File: src/port_inc_pkg.sv
`default_nettype none
package port_inc_pkg;

  // apb register offsets (byte addresses)
  localparam logic [7:0] OFS_INSTR = 8'h00;
  localparam logic [7:0] OFS_ACC_FLAGS = 8'h04;
  localparam logic [7:0] OFS_COUNT_PORT = 8'h08;
  localparam logic [7:0] OFS_GENERAL_TWO = 8'h0C;
  localparam logic [7:0] OFS_MEM_POINTER = 8'h10;
  localparam logic [7:0] OFS_STACK_TOP = 8'h14;
  localparam logic [7:0] OFS_FIRST_OFFSET = 8'h18;
  localparam logic [7:0] OFS_SECOND_OFFSET = 8'h1C;
  localparam logic [7:0] OFS_STATUS = 8'h20;

  // flag register bit positions
  localparam int FLAG_SIGN = 7;
  localparam int FLAG_ZERO = 6;
  localparam int FLAG_HALF = 4;
  localparam int FLAG_PARITY = 2;
  localparam int FLAG_SUB = 1;
  localparam int FLAG_CARRY = 0;

  // status register bit positions
  localparam int STAT_UNSUPPORTED = 0;
  localparam int STAT_BUSY = 1;
  localparam int STAT_IO_ACTIVE = 2;
  localparam int STAT_IO_BYTE_LSB = 8;

  // opcode bytes
  localparam logic [7:0] OPC_IN_IMM = 8'hDB;
  localparam logic [7:0] OPC_EXT_PREFIX = 8'hED;
  localparam logic [7:0] OPC_FIRST_IDX = 8'hDD;
  localparam logic [7:0] OPC_SECOND_IDX = 8'hFD;
  localparam logic [7:0] OPC_IDX_INC = 8'h23;

  // destination field codes
  localparam logic [2:0] DST_FLAGS_ONLY = 3'h6;
  localparam logic [2:0] DST_ACC = 3'h7;

  // reset values
  localparam logic [7:0] BYTE_RESET = 8'h00;
  localparam logic [15:0] PAIR_RESET = 16'h0000;

  // i/o read strobe length in ref_clk cycles
  localparam int IO_READ_CYCLES = 3;

  // decoder states
  typedef enum logic [2:0] {
    ST_FETCH,
    ST_PORT_NUM,
    ST_EXT,
    ST_INDEX,
    ST_IO_WAIT
  } exec_state_t;

  // architectural registers
  typedef struct packed {
    logic [7:0] acc;
    logic [7:0] flags;
    logic [7:0] b;
    logic [7:0] c;
    logic [7:0] d;
    logic [7:0] e;
    logic [7:0] h;
    logic [7:0] l;
    logic [15:0] stack_top_pointer;
    logic [15:0] first_offset_pointer;
    logic [15:0] second_offset_pointer;
  } core_regs_t;

  // one i/o read request
  typedef struct packed {
    logic start;
    logic [15:0] addr;
  } io_req_t;

  // answer of the i/o read unit
  typedef struct packed {
    logic done;
    logic active;
    logic [7:0] data;
  } io_rsp_t;

endpackage : port_inc_pkg
`default_nettype wire

File: src/io_read_unit.sv
`default_nettype none
// one i/o read bus cycle: address and strobe held, data sampled at the end
module io_read_unit
  import port_inc_pkg::*;
#(
  parameter int READ_CYCLES = IO_READ_CYCLES
) (
  input wire logic ref_clk,
  input wire logic resetn,
  input wire io_req_t req,
  input wire logic [7:0] io_rdata,
  output var io_rsp_t rsp,
  output logic [15:0] io_addr,
  output logic io_rd
);

  localparam int CNT_W = $clog2(READ_CYCLES + 1);

  // whole state of the unit
  typedef struct packed {
    logic [7:0] sync1;   // first stage, read only by sync2
    logic [7:0] sync2;
    logic [CNT_W-1:0] cnt;
    logic rd;
    logic [15:0] addr;
    logic done;
    logic [7:0] data;
  } io_state_t;

  io_state_t s_r;
  io_state_t s_nxt;

  // next state
  always_comb begin
    s_nxt = s_r;
    s_nxt.sync1 = io_rdata;
    s_nxt.sync2 = s_r.sync1;
    s_nxt.done = 1'b0;
    if (s_r.rd) begin
      // last strobe cycle: data had two edges to pass the synchroniser
      if (s_r.cnt == CNT_W'(1)) begin
        s_nxt.rd = 1'b0;
        s_nxt.done = 1'b1;
        s_nxt.data = s_r.sync2;
      end else begin
        s_nxt.cnt = s_r.cnt - CNT_W'(1);
      end
    end else if (req.start) begin
      // start only when idle, so the address never moves mid-cycle
      s_nxt.rd = 1'b1;
      s_nxt.addr = req.addr;
      s_nxt.cnt = CNT_W'(READ_CYCLES);
    end
  end

  // state register
  always_ff @(posedge ref_clk) begin
    if (!resetn) begin
      s_r <= '0;
    end else begin
      s_r <= s_nxt;
    end
  end

  assign io_addr = s_r.addr;
  assign io_rd = s_r.rd;
  assign rsp.done = s_r.done;
  assign rsp.active = s_r.rd;
  assign rsp.data = s_r.data;

endmodule : io_read_unit
`default_nettype wire

File: src/port_input_and_pair_increment_exec.sv
// Notes on behaviour
// - immediate port number on low address byte
// - accumulator on high address byte
// - immediate input loads accumulator, flags kept
// - count pair drives whole address
// - indirect input loads field-selected register
// - prefix plus byte with 3-bit destination
// - sign flag copies input bit 7
// - zero flag set for all-zero byte
// - parity even sets flag; clear half, subtract
// - pair increment adds one, flags kept
// - two-bit field picks one of four pairs
// - first index prefix increments first pointer
// - second index prefix increments second pointer
`default_nettype none
module port_input_and_pair_increment_exec
  import port_inc_pkg::*;
#(
  parameter int READ_CYCLES = IO_READ_CYCLES
) (
  input wire logic ref_clk,
  input wire logic resetn,
  input wire logic psel,
  input wire logic penable,
  input wire logic pwrite,
  input wire logic [7:0] paddr,
  input wire logic [31:0] pwdata,
  output logic [31:0] prdata,
  output logic pready,
  output logic pslverr,
  output logic [15:0] io_addr,
  output logic io_rd,
  input wire logic [7:0] io_rdata
);

  // whole state of the executer
  // everything remembered between clock edges, except the state inside u_io, lives here
  typedef struct packed {
    exec_state_t st;
    core_regs_t regs;
    logic [2:0] dest;        // destination of pending indirect input
    logic pend_imm;          // pending input goes to accumulator
    logic pend_second;       // index prefix seen was the second one
    logic unsupported;       // sticky, byte not in this block's set
    io_req_t io_req;
    logic [31:0] prdata;
    logic pready;
    logic pslverr;
  } exec_state_s_t;

  exec_state_s_t s_r;
  exec_state_s_t s_nxt;
  io_rsp_t io_rsp;

  // wraps from all ones to zero, no carry out
  // carry dropped on purpose: these increments touch no flag
  function automatic logic [15:0] inc16(input logic [15:0] v);
    inc16 = v + 16'h0001;
  endfunction : inc16

  // write one byte register by destination code
  function automatic core_regs_t put_r8(input core_regs_t r, input logic [2:0] sel,
                                        input logic [7:0] v);
    put_r8 = r;
    case (sel)
      3'h0: put_r8.b = v;
      3'h1: put_r8.c = v;
      3'h2: put_r8.d = v;
      3'h3: put_r8.e = v;
      3'h4: put_r8.h = v;
      3'h5: put_r8.l = v;
      // code 111 is the accumulator; 110 has no register
      DST_ACC: put_r8.acc = v;
      default: put_r8 = r;  // code 110 touches flags only
    endcase
  endfunction : put_r8

  // i/o bus cycle unit
  // one read at a time; the decoder sits in io wait until done
  io_read_unit #(
    .READ_CYCLES(READ_CYCLES)
  ) u_io (
    .ref_clk(ref_clk),
    .resetn(resetn),
    .req(s_r.io_req),
    .io_rdata(io_rdata),
    .rsp(io_rsp),
    .io_addr(io_addr),
    .io_rd(io_rd)
  );

  // bus qualifiers shared by register and decode logic
  logic apb_take;     // write or read completes this edge
  logic instr_write;  // opcode byte accepted
  logic [7:0] ib;     // incoming instruction byte

  assign apb_take = psel && penable && s_r.pready;
  assign instr_write = apb_take && pwrite && (paddr == OFS_INSTR);
  assign ib = pwdata[7:0];

  // decode, execute and register bus
  always_comb begin
    s_nxt = s_r;
    s_nxt.io_req.start = 1'b0;

    // apb: one wait cycle, then pready for exactly one cycle
    // the wait cycle gives the read mux a whole clock to settle
    s_nxt.pready = psel && penable && !s_r.pready;
    if (psel && penable && !s_r.pready) begin
      s_nxt.pslverr = 1'b0;
      case (paddr)
        // state code shows a half-fed instruction
        OFS_INSTR: s_nxt.prdata = {29'h0, s_r.st};
        // accumulator low byte, flags above it
        OFS_ACC_FLAGS: s_nxt.prdata = {16'h0, s_r.regs.flags, s_r.regs.acc};
        // pairs read high register in the upper byte
        OFS_COUNT_PORT: s_nxt.prdata = {16'h0, s_r.regs.b, s_r.regs.c};
        OFS_GENERAL_TWO: s_nxt.prdata = {16'h0, s_r.regs.d, s_r.regs.e};
        OFS_MEM_POINTER: s_nxt.prdata = {16'h0, s_r.regs.h, s_r.regs.l};
        OFS_STACK_TOP: s_nxt.prdata = {16'h0, s_r.regs.stack_top_pointer};
        OFS_FIRST_OFFSET: s_nxt.prdata = {16'h0, s_r.regs.first_offset_pointer};
        OFS_SECOND_OFFSET: s_nxt.prdata = {16'h0, s_r.regs.second_offset_pointer};
        // sticky error, busy, strobe and last byte
        OFS_STATUS: begin
          s_nxt.prdata = 32'h0;
          s_nxt.prdata[STAT_UNSUPPORTED] = s_r.unsupported;
          s_nxt.prdata[STAT_BUSY] = (s_r.st != ST_FETCH);
          s_nxt.prdata[STAT_IO_ACTIVE] = io_rsp.active;
          s_nxt.prdata[STAT_IO_BYTE_LSB +: 8] = io_rsp.data;
        end
        default: begin
          // unmapped: error answer, zero data
          s_nxt.prdata = 32'h0;
          s_nxt.pslverr = 1'b1;
        end
      endcase
    end

    // register writes other than the status clear are refused while an i/o read is in flight
    // otherwise software could move the count pair under a read
    if (apb_take && pwrite && (s_r.st != ST_IO_WAIT)) begin
      case (paddr)
        // preload between instructions, flags in bits 15:8
        OFS_ACC_FLAGS: begin
          s_nxt.regs.acc = pwdata[7:0];
          s_nxt.regs.flags = pwdata[15:8];
        end
        OFS_COUNT_PORT: {s_nxt.regs.b, s_nxt.regs.c} = pwdata[15:0];
        OFS_GENERAL_TWO: {s_nxt.regs.d, s_nxt.regs.e} = pwdata[15:0];
        OFS_MEM_POINTER: {s_nxt.regs.h, s_nxt.regs.l} = pwdata[15:0];
        // pointers take the low half word, upper half ignored
        OFS_STACK_TOP: s_nxt.regs.stack_top_pointer = pwdata[15:0];
        OFS_FIRST_OFFSET: s_nxt.regs.first_offset_pointer = pwdata[15:0];
        OFS_SECOND_OFFSET: s_nxt.regs.second_offset_pointer = pwdata[15:0];
        default: begin
        end
      endcase
    end

    // status write of 1 clears the sticky unsupported bit
    // cleared first, so a same-cycle set in the decoder wins
    if (apb_take && pwrite && (paddr == OFS_STATUS) && pwdata[STAT_UNSUPPORTED]) begin
      s_nxt.unsupported = 1'b0;
    end

    // decoder
    // one instruction byte arrives per write to the instruction register
    case (s_r.st)
      // first byte of every instruction
      // a second byte is only looked at in the port number and prefix states
      ST_FETCH: begin
        if (instr_write) begin
          if (ib == OPC_IN_IMM) begin
            s_nxt.st = ST_PORT_NUM;
          end else if (ib == OPC_EXT_PREFIX) begin
            s_nxt.st = ST_EXT;
          end else if (ib == OPC_FIRST_IDX || ib == OPC_SECOND_IDX) begin
            s_nxt.st = ST_INDEX;
            s_nxt.pend_second = (ib == OPC_SECOND_IDX);
          end else if (ib[7:6] == 2'b00 && ib[3:0] == 4'h3) begin
            case (ib[5:4])
              2'b00: {s_nxt.regs.b, s_nxt.regs.c} = inc16({s_r.regs.b, s_r.regs.c});
              2'b01: {s_nxt.regs.d, s_nxt.regs.e} = inc16({s_r.regs.d, s_r.regs.e});
              2'b10: {s_nxt.regs.h, s_nxt.regs.l} = inc16({s_r.regs.h, s_r.regs.l});
              default: s_nxt.regs.stack_top_pointer = inc16(s_r.regs.stack_top_pointer);
            endcase
          end else begin
            s_nxt.unsupported = 1'b1;
          end
        end
      end
      // immediate input waits for its port byte
      ST_PORT_NUM: begin
        if (instr_write) begin
          s_nxt.io_req.addr = {s_r.regs.acc, ib};
          s_nxt.io_req.start = 1'b1;
          s_nxt.pend_imm = 1'b1;
          s_nxt.st = ST_IO_WAIT;
        end
      end
      // extended prefix seen, second byte picks the input
      ST_EXT: begin
        if (instr_write) begin
          if (ib[7:6] == 2'b01 && ib[2:0] == 3'h0) begin
            // low register low byte, high register high byte
            s_nxt.io_req.addr = {s_r.regs.b, s_r.regs.c};
            s_nxt.io_req.start = 1'b1;
            s_nxt.pend_imm = 1'b0;
            s_nxt.dest = ib[5:3];
            s_nxt.st = ST_IO_WAIT;
          end else begin
            s_nxt.unsupported = 1'b1;
            s_nxt.st = ST_FETCH;
          end
        end
      end
      // index prefix seen, only the increment may follow
      ST_INDEX: begin
        if (instr_write) begin
          s_nxt.st = ST_FETCH;
          if (ib == OPC_IDX_INC) begin
            if (s_r.pend_second) begin
              s_nxt.regs.second_offset_pointer = inc16(s_r.regs.second_offset_pointer);
            end else begin
              s_nxt.regs.first_offset_pointer = inc16(s_r.regs.first_offset_pointer);
            end
          end else begin
            s_nxt.unsupported = 1'b1;
          end
        end
      end
      // bus cycle in flight, decoder holds until the answer
      ST_IO_WAIT: begin
        // opcode writes here are ignored; status shows busy
        if (io_rsp.done) begin
          s_nxt.st = ST_FETCH;
          // pending flag picks which of the two inputs finishes
          if (s_r.pend_imm) begin
            s_nxt.regs.acc = io_rsp.data;
          end else begin
            s_nxt.regs = put_r8(s_r.regs, s_r.dest, io_rsp.data);
            s_nxt.regs.flags[FLAG_SIGN] = io_rsp.data[7];
            s_nxt.regs.flags[FLAG_ZERO] = (io_rsp.data == 8'h00);
            // even parity, half and subtract cleared
            s_nxt.regs.flags[FLAG_PARITY] = ~^io_rsp.data;
            s_nxt.regs.flags[FLAG_HALF] = 1'b0;
            s_nxt.regs.flags[FLAG_SUB] = 1'b0;
          end
        end
      end
      // unused state codes recover to fetch
      default: s_nxt.st = ST_FETCH;
    endcase

    // a new unsupported byte in the clearing cycle keeps the bit set
    if (s_r.st != ST_IO_WAIT && instr_write && s_nxt.st == s_r.st && s_r.st != ST_FETCH) begin
      s_nxt.unsupported = s_nxt.unsupported;
    end
  end

  // state register
  always_ff @(posedge ref_clk) begin
    if (!resetn) begin
      s_r.st <= ST_FETCH;
      // every architectural register starts at zero
      s_r.regs <= '{acc: BYTE_RESET, flags: BYTE_RESET, b: BYTE_RESET, c: BYTE_RESET,
                    d: BYTE_RESET, e: BYTE_RESET, h: BYTE_RESET, l: BYTE_RESET,
                    stack_top_pointer: PAIR_RESET, first_offset_pointer: PAIR_RESET,
                    second_offset_pointer: PAIR_RESET};
      s_r.dest <= 3'h0;
      s_r.pend_imm <= 1'b0;
      s_r.pend_second <= 1'b0;
      s_r.unsupported <= 1'b0;
      s_r.io_req <= '0;
      s_r.prdata <= 32'h0;
      s_r.pready <= 1'b0;
      s_r.pslverr <= 1'b0;
    end else begin
      s_r <= s_nxt;
    end
  end

  // top outputs come straight from the state flops
  assign prdata = s_r.prdata;
  assign pready = s_r.pready;
  assign pslverr = s_r.pslverr;

endmodule : port_input_and_pair_increment_exec
`default_nettype wire

File: config.mk
export PLATFORM = sky130hd
export DESIGN_NAME = port_input_and_pair_increment_exec
export DESIGN_NICKNAME = d
export VERILOG_FILES = /design/src/port_inc_pkg.sv /design/src/io_read_unit.sv /design/src/port_input_and_pair_increment_exec.sv
export SDC_FILE = /design/constraint.sdc
export NUM_CORES = 1
export LEC_CHECK = 0
export ABC_AREA = 1
export BUFFER_PORTS_ARGS = -buffer_cell sky130_fd_sc_hd__buf_4
export CORE_ASPECT_RATIO = 1.5
export CORE_UTILIZATION = 50
export CTS_CLUSTER_SIZE = 25
export DETAILED_ROUTE_END_ITERATION = 10
export HOLD_SLACK_MARGIN = 0.08
export PLACE_DENSITY = 0.78
export SLEW_MARGIN = 15
export SYNTH_ARGS = -nofsm -noshare
export SYNTH_HDL_FRONTEND = slang
export SYNTH_SLANG_ARGS = --single-unit
File: constraint.sdc
create_clock -name ref_clk -period 4.3 [get_ports ref_clk]
set_clock_uncertainty 0.1 [all_clocks]
set_input_delay 0.43 -clock ref_clk [delete_from_list [all_inputs] [get_ports ref_clk]]
set_output_delay 0.43 -clock ref_clk [all_outputs]
set_load 0.05 [all_outputs]
==> results of run 1 <==
cells in the mapped netlist, types with 2 or more instances:
cell type / instances / area [um^2]
nand2_2: 9 / 56.3
nand3b_1: 4 / 30.0
nand3_4: 3 / 52.6
o211ai_1: 14 / 105
or2_2: 9 / 56.3
nand2_1: 490 / 1840
dfxtp_1: 200 / 4000
nand3_1: 116 / 581
nor2_8: 2 / 40.0
a21oi_1: 167 / 836
inv_2: 7 / 26.3
a41oi_1: 2 / 17.5
o21bai_1: 7 / 52.6
inv_1: 269 / 1010
ha_1: 11 / 138
buf_6: 4 / 45.0
nor3_4: 3 / 48.8
buf_4: 52 / 390
a31oi_1: 21 / 131
nor2_4: 8 / 90.1
o21ai_1: 21 / 105
xnor2_1: 4 / 35.0
xor2_1: 40 / 350
clkbuf_1: 66 / 248
clkinv_1: 3 / 11.3
inv_4: 2 / 12.5
a211oi_1: 3 / 22.5
buf_2: 18 / 90.1
nor2_1: 203 / 762
buf_1: 5 / 18.8
nand4_1: 28 / 175
o21ai_0: 274 / 1370
nor2_2: 7 / 43.8
o22ai_1: 52 / 325
a21oi_2: 2 / 17.5
nor3_1: 37 / 185
nand3_2: 5 / 50.1
o2111ai_1: 5 / 43.8
o31ai_1: 4 / 30.0
per-layer routing:
layer  part of all wire  GRT usage  vias up  routed length (um)
li1                   -          -     7110                   -
met1               0.36      0.457     6885               19600
met2               0.45      0.626      847               24500
met3              0.090     0.0703      274                4870
met4               0.10      0.348        0                5440
met5                  0          0        -                   0
layout make-up:
class	count	area [um^2]	share of cell area
multi-input cells	1577	7760	0.531
flip-flops and latches	200	4000	0.274
inverters	282	1060	0.0728
repair buffers	96	741	0.0507
clock buffers	17	425	0.0291
well taps	337	422	0.0288
clock inverters	15	205	0.0140
cells by family after synthesis:
group,after synthesis
fa+ha+maj,11
flops,200
simple gates,925
compound gates,581
buf+inv,427
xor+xnor,44
other cells,1
timing repair:
item | 4_1_cts | 5_1_grt
hold endpoints to repair | 8 | 0
resized for setup | 0 | 0
hold buffers | 8 | 0
power breakdown:
part           switching [mW]  total, mW  internal [mW]
combinational           0.187      0.241         0.0541
sequential            0.00260       1.86           1.86
clock                   0.892       1.74          0.844
total                    1.08       3.84           2.76
tightest hold or removal path: cells and delay by family:
| kind | cells | cell delay, ns |
|---|---|---|
| buffers and inverters | 2 | 0.25 |
| and+or+nand+nor | 1 | 0.09 |
per-stage QoR:
step           instance area [um^2]   util  setup WS (ns)  hold slack, ns
2_1_floorplan                 13600      -           2.10           0.290
3_3_place_gp                  13900  0.523           1.32           0.298
3_5_place_dp                  13900  0.523           1.28           0.300
4_1_cts                       14600  0.550           1.27           0.229
5_1_grt                       14600  0.550           1.04           0.257
6_report                      14600  0.550           1.18           0.239
how the worst min path moves through the flow:
| stage | start | to | cells past startpoint |
|---|---|---|---|
| final | resetn | u_io.s_r[28] | 3 |
| after global routing | resetn | u_io.s_nxt[34] | 3 |
| after CTS | resetn | u_io.s_r[28] | 3 |
| after detailed placement | u_io.s_nxt[32] | u_io.s_r[32] | 2 |
| after global placement | u_io.s_nxt[32] | u_io.s_r[32] | 2 |
| after floorplan | u_io.s_nxt[28] | u_io.s_r[28] | 2 |
state kept, by name, summed over array words and instances, names as in the netlist:
signal	flops
s_r	138
prdata	16
u_io.io_addr	16
u_io.s_r	10
u_io.rsp	9
u_io.s_nxt	8
pready	1
pslverr	1
u_io.io_rd	1
placed cells by master, fill, tap and decap left out, types with 14 or more instances in the layout:
cell and instances:
a21oi_1 167, o211ai_1 14, nor2_1 203, nand4_1 28
a31oi_1 21, conb_1 16, dfxtp_1 200, xor2_1 40
clkbuf_16 17, inv_1 269, o22ai_1 52, nor3_1 37
buf_4 88, nand3_1 116, o21ai_1 21, nand2_1 490
o21ai_0 274
==> impl_metrics.toml, run 1 <==
[status]
outcome = "completed"

[timing]
hold_viol = 0
min_period_ns = 3.12
fin_crit_sh = 0.726
rsz0062_at_grt = "no"
max_freq_mhz = 321
timing.setup.tns_ns = 0
worst_pin_slew_ns = 1.19
setup_viol = 0
slew_violations = 0
max_slew_margin = 0.204

[synthesis]
ys_seq_area_frac = 0.295
ys_types = 51
syn_area_per_cell_um2 = 6.19
synth_mux_area_frac = 0
synth_cells = 2189
synth_compound_area_frac = 0.232
synth_xor_area_frac = 0.0284
syn-cell-area_um2 = 13600
async_reset_ff_frac = 0
synthSimpleGateAreaFrac = 0.297
synth_edf_count = 0
synth-seq-cells = 200
synth_fa_ha_area_frac = 0.0102
yosys_warnings = 0
synth_top_family_by_area = "simple AND/OR/NAND/NOR gates"
ys.flop_type = "dfxtp_1"

[grt]
grt_pass1_wl_um = 80800
grt_max_degree = 73
track_usage = 0.397
antenna_found_initial = 1
overflow = 0
grt_pass1_vias = 13800

[cts]
clkSlewWorstSetupHoldPaths_ns = 0.09
clock-sinks = 200
cts_tree = "done"
cts_setup_buffers = 0
clk_latency_ns = 0.48
clock_path_buffers = 2
cts_inserted_buffers = 17
htreeDepth = 4
cts_root_buffer = "clkbuf_16"

[placement]
dp.cells = 2484
gp_congestion = 1.05
io_buffer_count = 71
dpl.hpwl_um = 39400

[floorplan]
die_w_um = 136
num_rows = 73
die-area_um2 = 27800
ios = 104
start_util = 0.510
core_region_area_um2 = 26600
die_y_um = 204

[setup_path]
crit_path_top_delay_cell = "nand2_1"
cp.depth = 10
endpoint = "s_r[138]"
end_kind = "flip-flop"
critPathRequiredTime_ns = 4.63
critPathKind = "reg2reg"
cp_top_family = "simple AND/OR/NAND/NOR gates"
cpPeakStageDelay_ns = 0.70
startpoint_type = "flip-flop"
cpMostUsedCell = "nand2_1"
r2r_start = "s_r[169]"
worstPathCellList = "nor2_4, nand2_2, nand2_1, inv_2, nand2_1, o21ai_0, or2_2, nand4_1, nand2_1, inv_1"
arrival_ns = 3.45
worst-path-buf-inv = 2
r2r_end = "s_r[138]"
worstPathMaxFanout = 30
r2r_slack_ns = 1.18
critPathLaunch = "s_r[169]"
r2r_cells = 10

[run]
drv_cap = 0

[cells_and_area]
fin_cells = 2524
drive_gt1_frac = 0.0837
fillers = 2719
synthToLayoutAreaGrowth_pct = 7.84
n_antenna_cell = 0
finalNetCount = 2238

[route]
drc_errors = 0
drt_iter0_drc = 1523
wire_per_inst_um = 21.5
vias_per_cell = 5.99
wl_um = 54400
first_pass_iters = 7
vias = 15100
ant_nets = 0

[power_and_ir_drop]
total_power_mw = 3.84
powerDensity_nw_per_um2 = 262
leakagePower_nw = 6.13
ir_drop_mv = 0.314

[hold_path]
hp-class = "in2reg"
Note: power is estimated with default switching activity, not from simulation.
==> run 2, diff against run 1 <==
==> constraint.sdc (replaced) <==
create_clock -name ref_clk -period 2.9 [get_ports ref_clk]
set_clock_uncertainty 0.1 [all_clocks]
set_input_delay 0.29 -clock ref_clk [delete_from_list [all_inputs] [get_ports ref_clk]]
set_output_delay 0.29 -clock ref_clk [all_outputs]
set_load 0.05 [all_outputs]
==> run 2 against run 1 <==
Effect of this change:
- design area increased by 1.6%
- sequential power increased by 48%
- register-to-register slack got worse by 0.80 ns
- via count increased by 0.55%
- critical path depth unchanged
- clock-buffer cell count unchanged
- fmax increased by 24%
- utilization increased by 0.89 points
- critical endpoint is now s_r[166]
- largest cell class unchanged
==> impl_metrics.toml, run 2 (synthesized netlist as in run 1, its figures left out) <==
[status]
outcome = "completed"

[cells_and_area]
largest_reg_flops = 138
multi_input_comb_area_um2 = 7750
synthToLayoutAreaGrowth_pct = 9.59
finalNetCount = 2265
post-route-util = 0.559
regArea_um2 = 4000
top_register = "s_r"
final_common_cell = "nand2_1"
fillers = 2680
drive_gt1_frac = 0.0944
final_cell_mix = "nand2_1, o21ai_0, inv_1"

[grt]
grt_pass1_wl_um = 82000
antenna_found_initial = 2
grt_pass1_vias = 14100
track_usage = 0.401
overflow = 0
grt_max_degree = 125

[setup_path]
worstPathCellList = "nand2_1, nor2_4, nand2_1, inv_2, nand2_1, inv_1, nor2_1, a21oi_2, nor2_1, a211oi_1"
critPathRequiredTime_ns = 3.19
arrival_ns = 2.81
end_kind = "flip-flop"
startpoint_type = "flip-flop"
critPathKind = "reg2reg"
worstPathMaxFanout = 16
cpMostUsedCell = "nand2_1"
crit_path_top_delay_cell = "a21oi_2"
cpPeakStageDelay_ns = 0.46

[route]
drt_iter0_drc = 1658
vias = 15200
drc_errors = 0
wire_per_inst_um = 21.2
ant_nets = 0
first_pass_iters = 6
vias_per_cell = 5.95
wl_um = 54100

[power_and_ir_drop]
internal_power_mw = 4.18
p_comb_frac = 0.062
clkPwrFrac = 0.462
power.switching_mw = 1.62
switching_share = 0.279
leakagePower_nw = 6.26
powerDensity_nw_per_um2 = 391
pwr-share-seq = 0.475
ir_drop_mv = 0.452

[timing]
rsz0062_at_grt = "no"
fin_crit_sh = 0.869
slew_violations = 0
worst_pin_slew_ns = 1.07
setup_viol = 0
whs_ns = 0.0983
max_slew_margin = 0.281
min_period_ns = 2.52
hold_viol = 0
max_freq_mhz = 397
timing.setup.tns_ns = 0

[cts]
clock-sinks = 200
htreeDepth = 4
cts_tree = "done"
clk_latency_ns = 0.48
cts_inserted_buffers = 17
clock_path_buffers = 2
cts_root_buffer = "clkbuf_16"
clkSlewWorstSetupHoldPaths_ns = 0.08

[floorplan]
ios = 104
die-area_um2 = 27800
start_util = 0.510
num_rows = 73
die_w_um = 136
core_region_area_um2 = 26600
die_y_um = 204

[placement]
io_buffer_count = 71
dpl.hpwl_um = 39100
gp_congestion = 1.04

[run]
drv_cap = 0

[hold_path]
hp-class = "in2reg"
-- run 2: cell types whose count changed in the layout (fill, tap and decap cells not counted) --
cell / delta
clkinv_2: -2
o31ai_2: -1
clkinv_4: -1
inv_6: -3
diode_2: +3
clkinvlp_4: +3
bufinv_16: +1
o31ai_1: +1
inv_8: +4
buf_4: +26
buf_12: +1
clkinv_8: -2
-- run 2: worst paths after layout --
check	slack (ns)	depth (start not counted)	start	to
max	0.38	10	pready	s_r[166]
min	0.1	3	resetn	u_io.io_addr[1]
max reg2reg	0.38	10	pready	s_r[166]
min reg2reg	0.32	2	u_io.s_nxt[31]	u_io.s_r[31]
-- run 2: area by class of cell --
cell class | instances | share of cell area
diodes | 3 | 0.000505
clock buffers | 17 | 0.0286
clock inverters | 15 | 0.0152
inverters | 282 | 0.0717
multi-input cells | 1577 | 0.522
flip-flops and latches | 200 | 0.269
well taps | 337 | 0.0284
repair buffers | 123 | 0.0643
-- run 2: worst max-delay path: cells and delay by family, from the launching register on --
kind	cells	cell delay [ns]
buffers and inverters	2	0.42
AND/OR/NAND/NOR	6	0.89
flip-flops	1	0.35
AO/OA/AOI/OAI	2	0.67
-- run 2: repair_timing --
action	CTS	global route
endpoints found under the setup margin	0	0
hold endpoints to repair	8	0
hold buffers	8	0
setup buffers	0	0
resized for setup	0	0
-- run 2: stage by stage --
stage / power, mW / instances / setup slack, ns / area, um^2
after floorplan: 3.02 / 2204 / 0.704 / 13600
after global placement: 3.16 / 2511 / 0.440 / 14100
after detailed placement: 3.16 / 2511 / 0.399 / 14100
after CTS: 5.79 / 2551 / 0.432 / 14800
after global routing: 5.92 / 2551 / 0.151 / 14800
final: 5.80 / 2554 / 0.381 / 14900
-- run 2: metal layers --
layer  routed length [um]  global-route usage  vias to the layer above
met4                 5270               0.376                        2
met2                24200               0.616                      910
met1                19500               0.462                     6858
met5                   13                   0                        -
li1                     -                   -                     7163
met3                 5140              0.0761                      266
-- run 2: power groups by stage --
stage	sequential [mW]	clock, mW	combinational [mW]
after floorplan	2.83	0	0.190
after global placement	2.82	0	0.334
after detailed placement	2.82	0	0.337
after CTS	2.76	2.68	0.347
after global routing	2.76	2.78	0.376
final	2.76	2.68	0.363
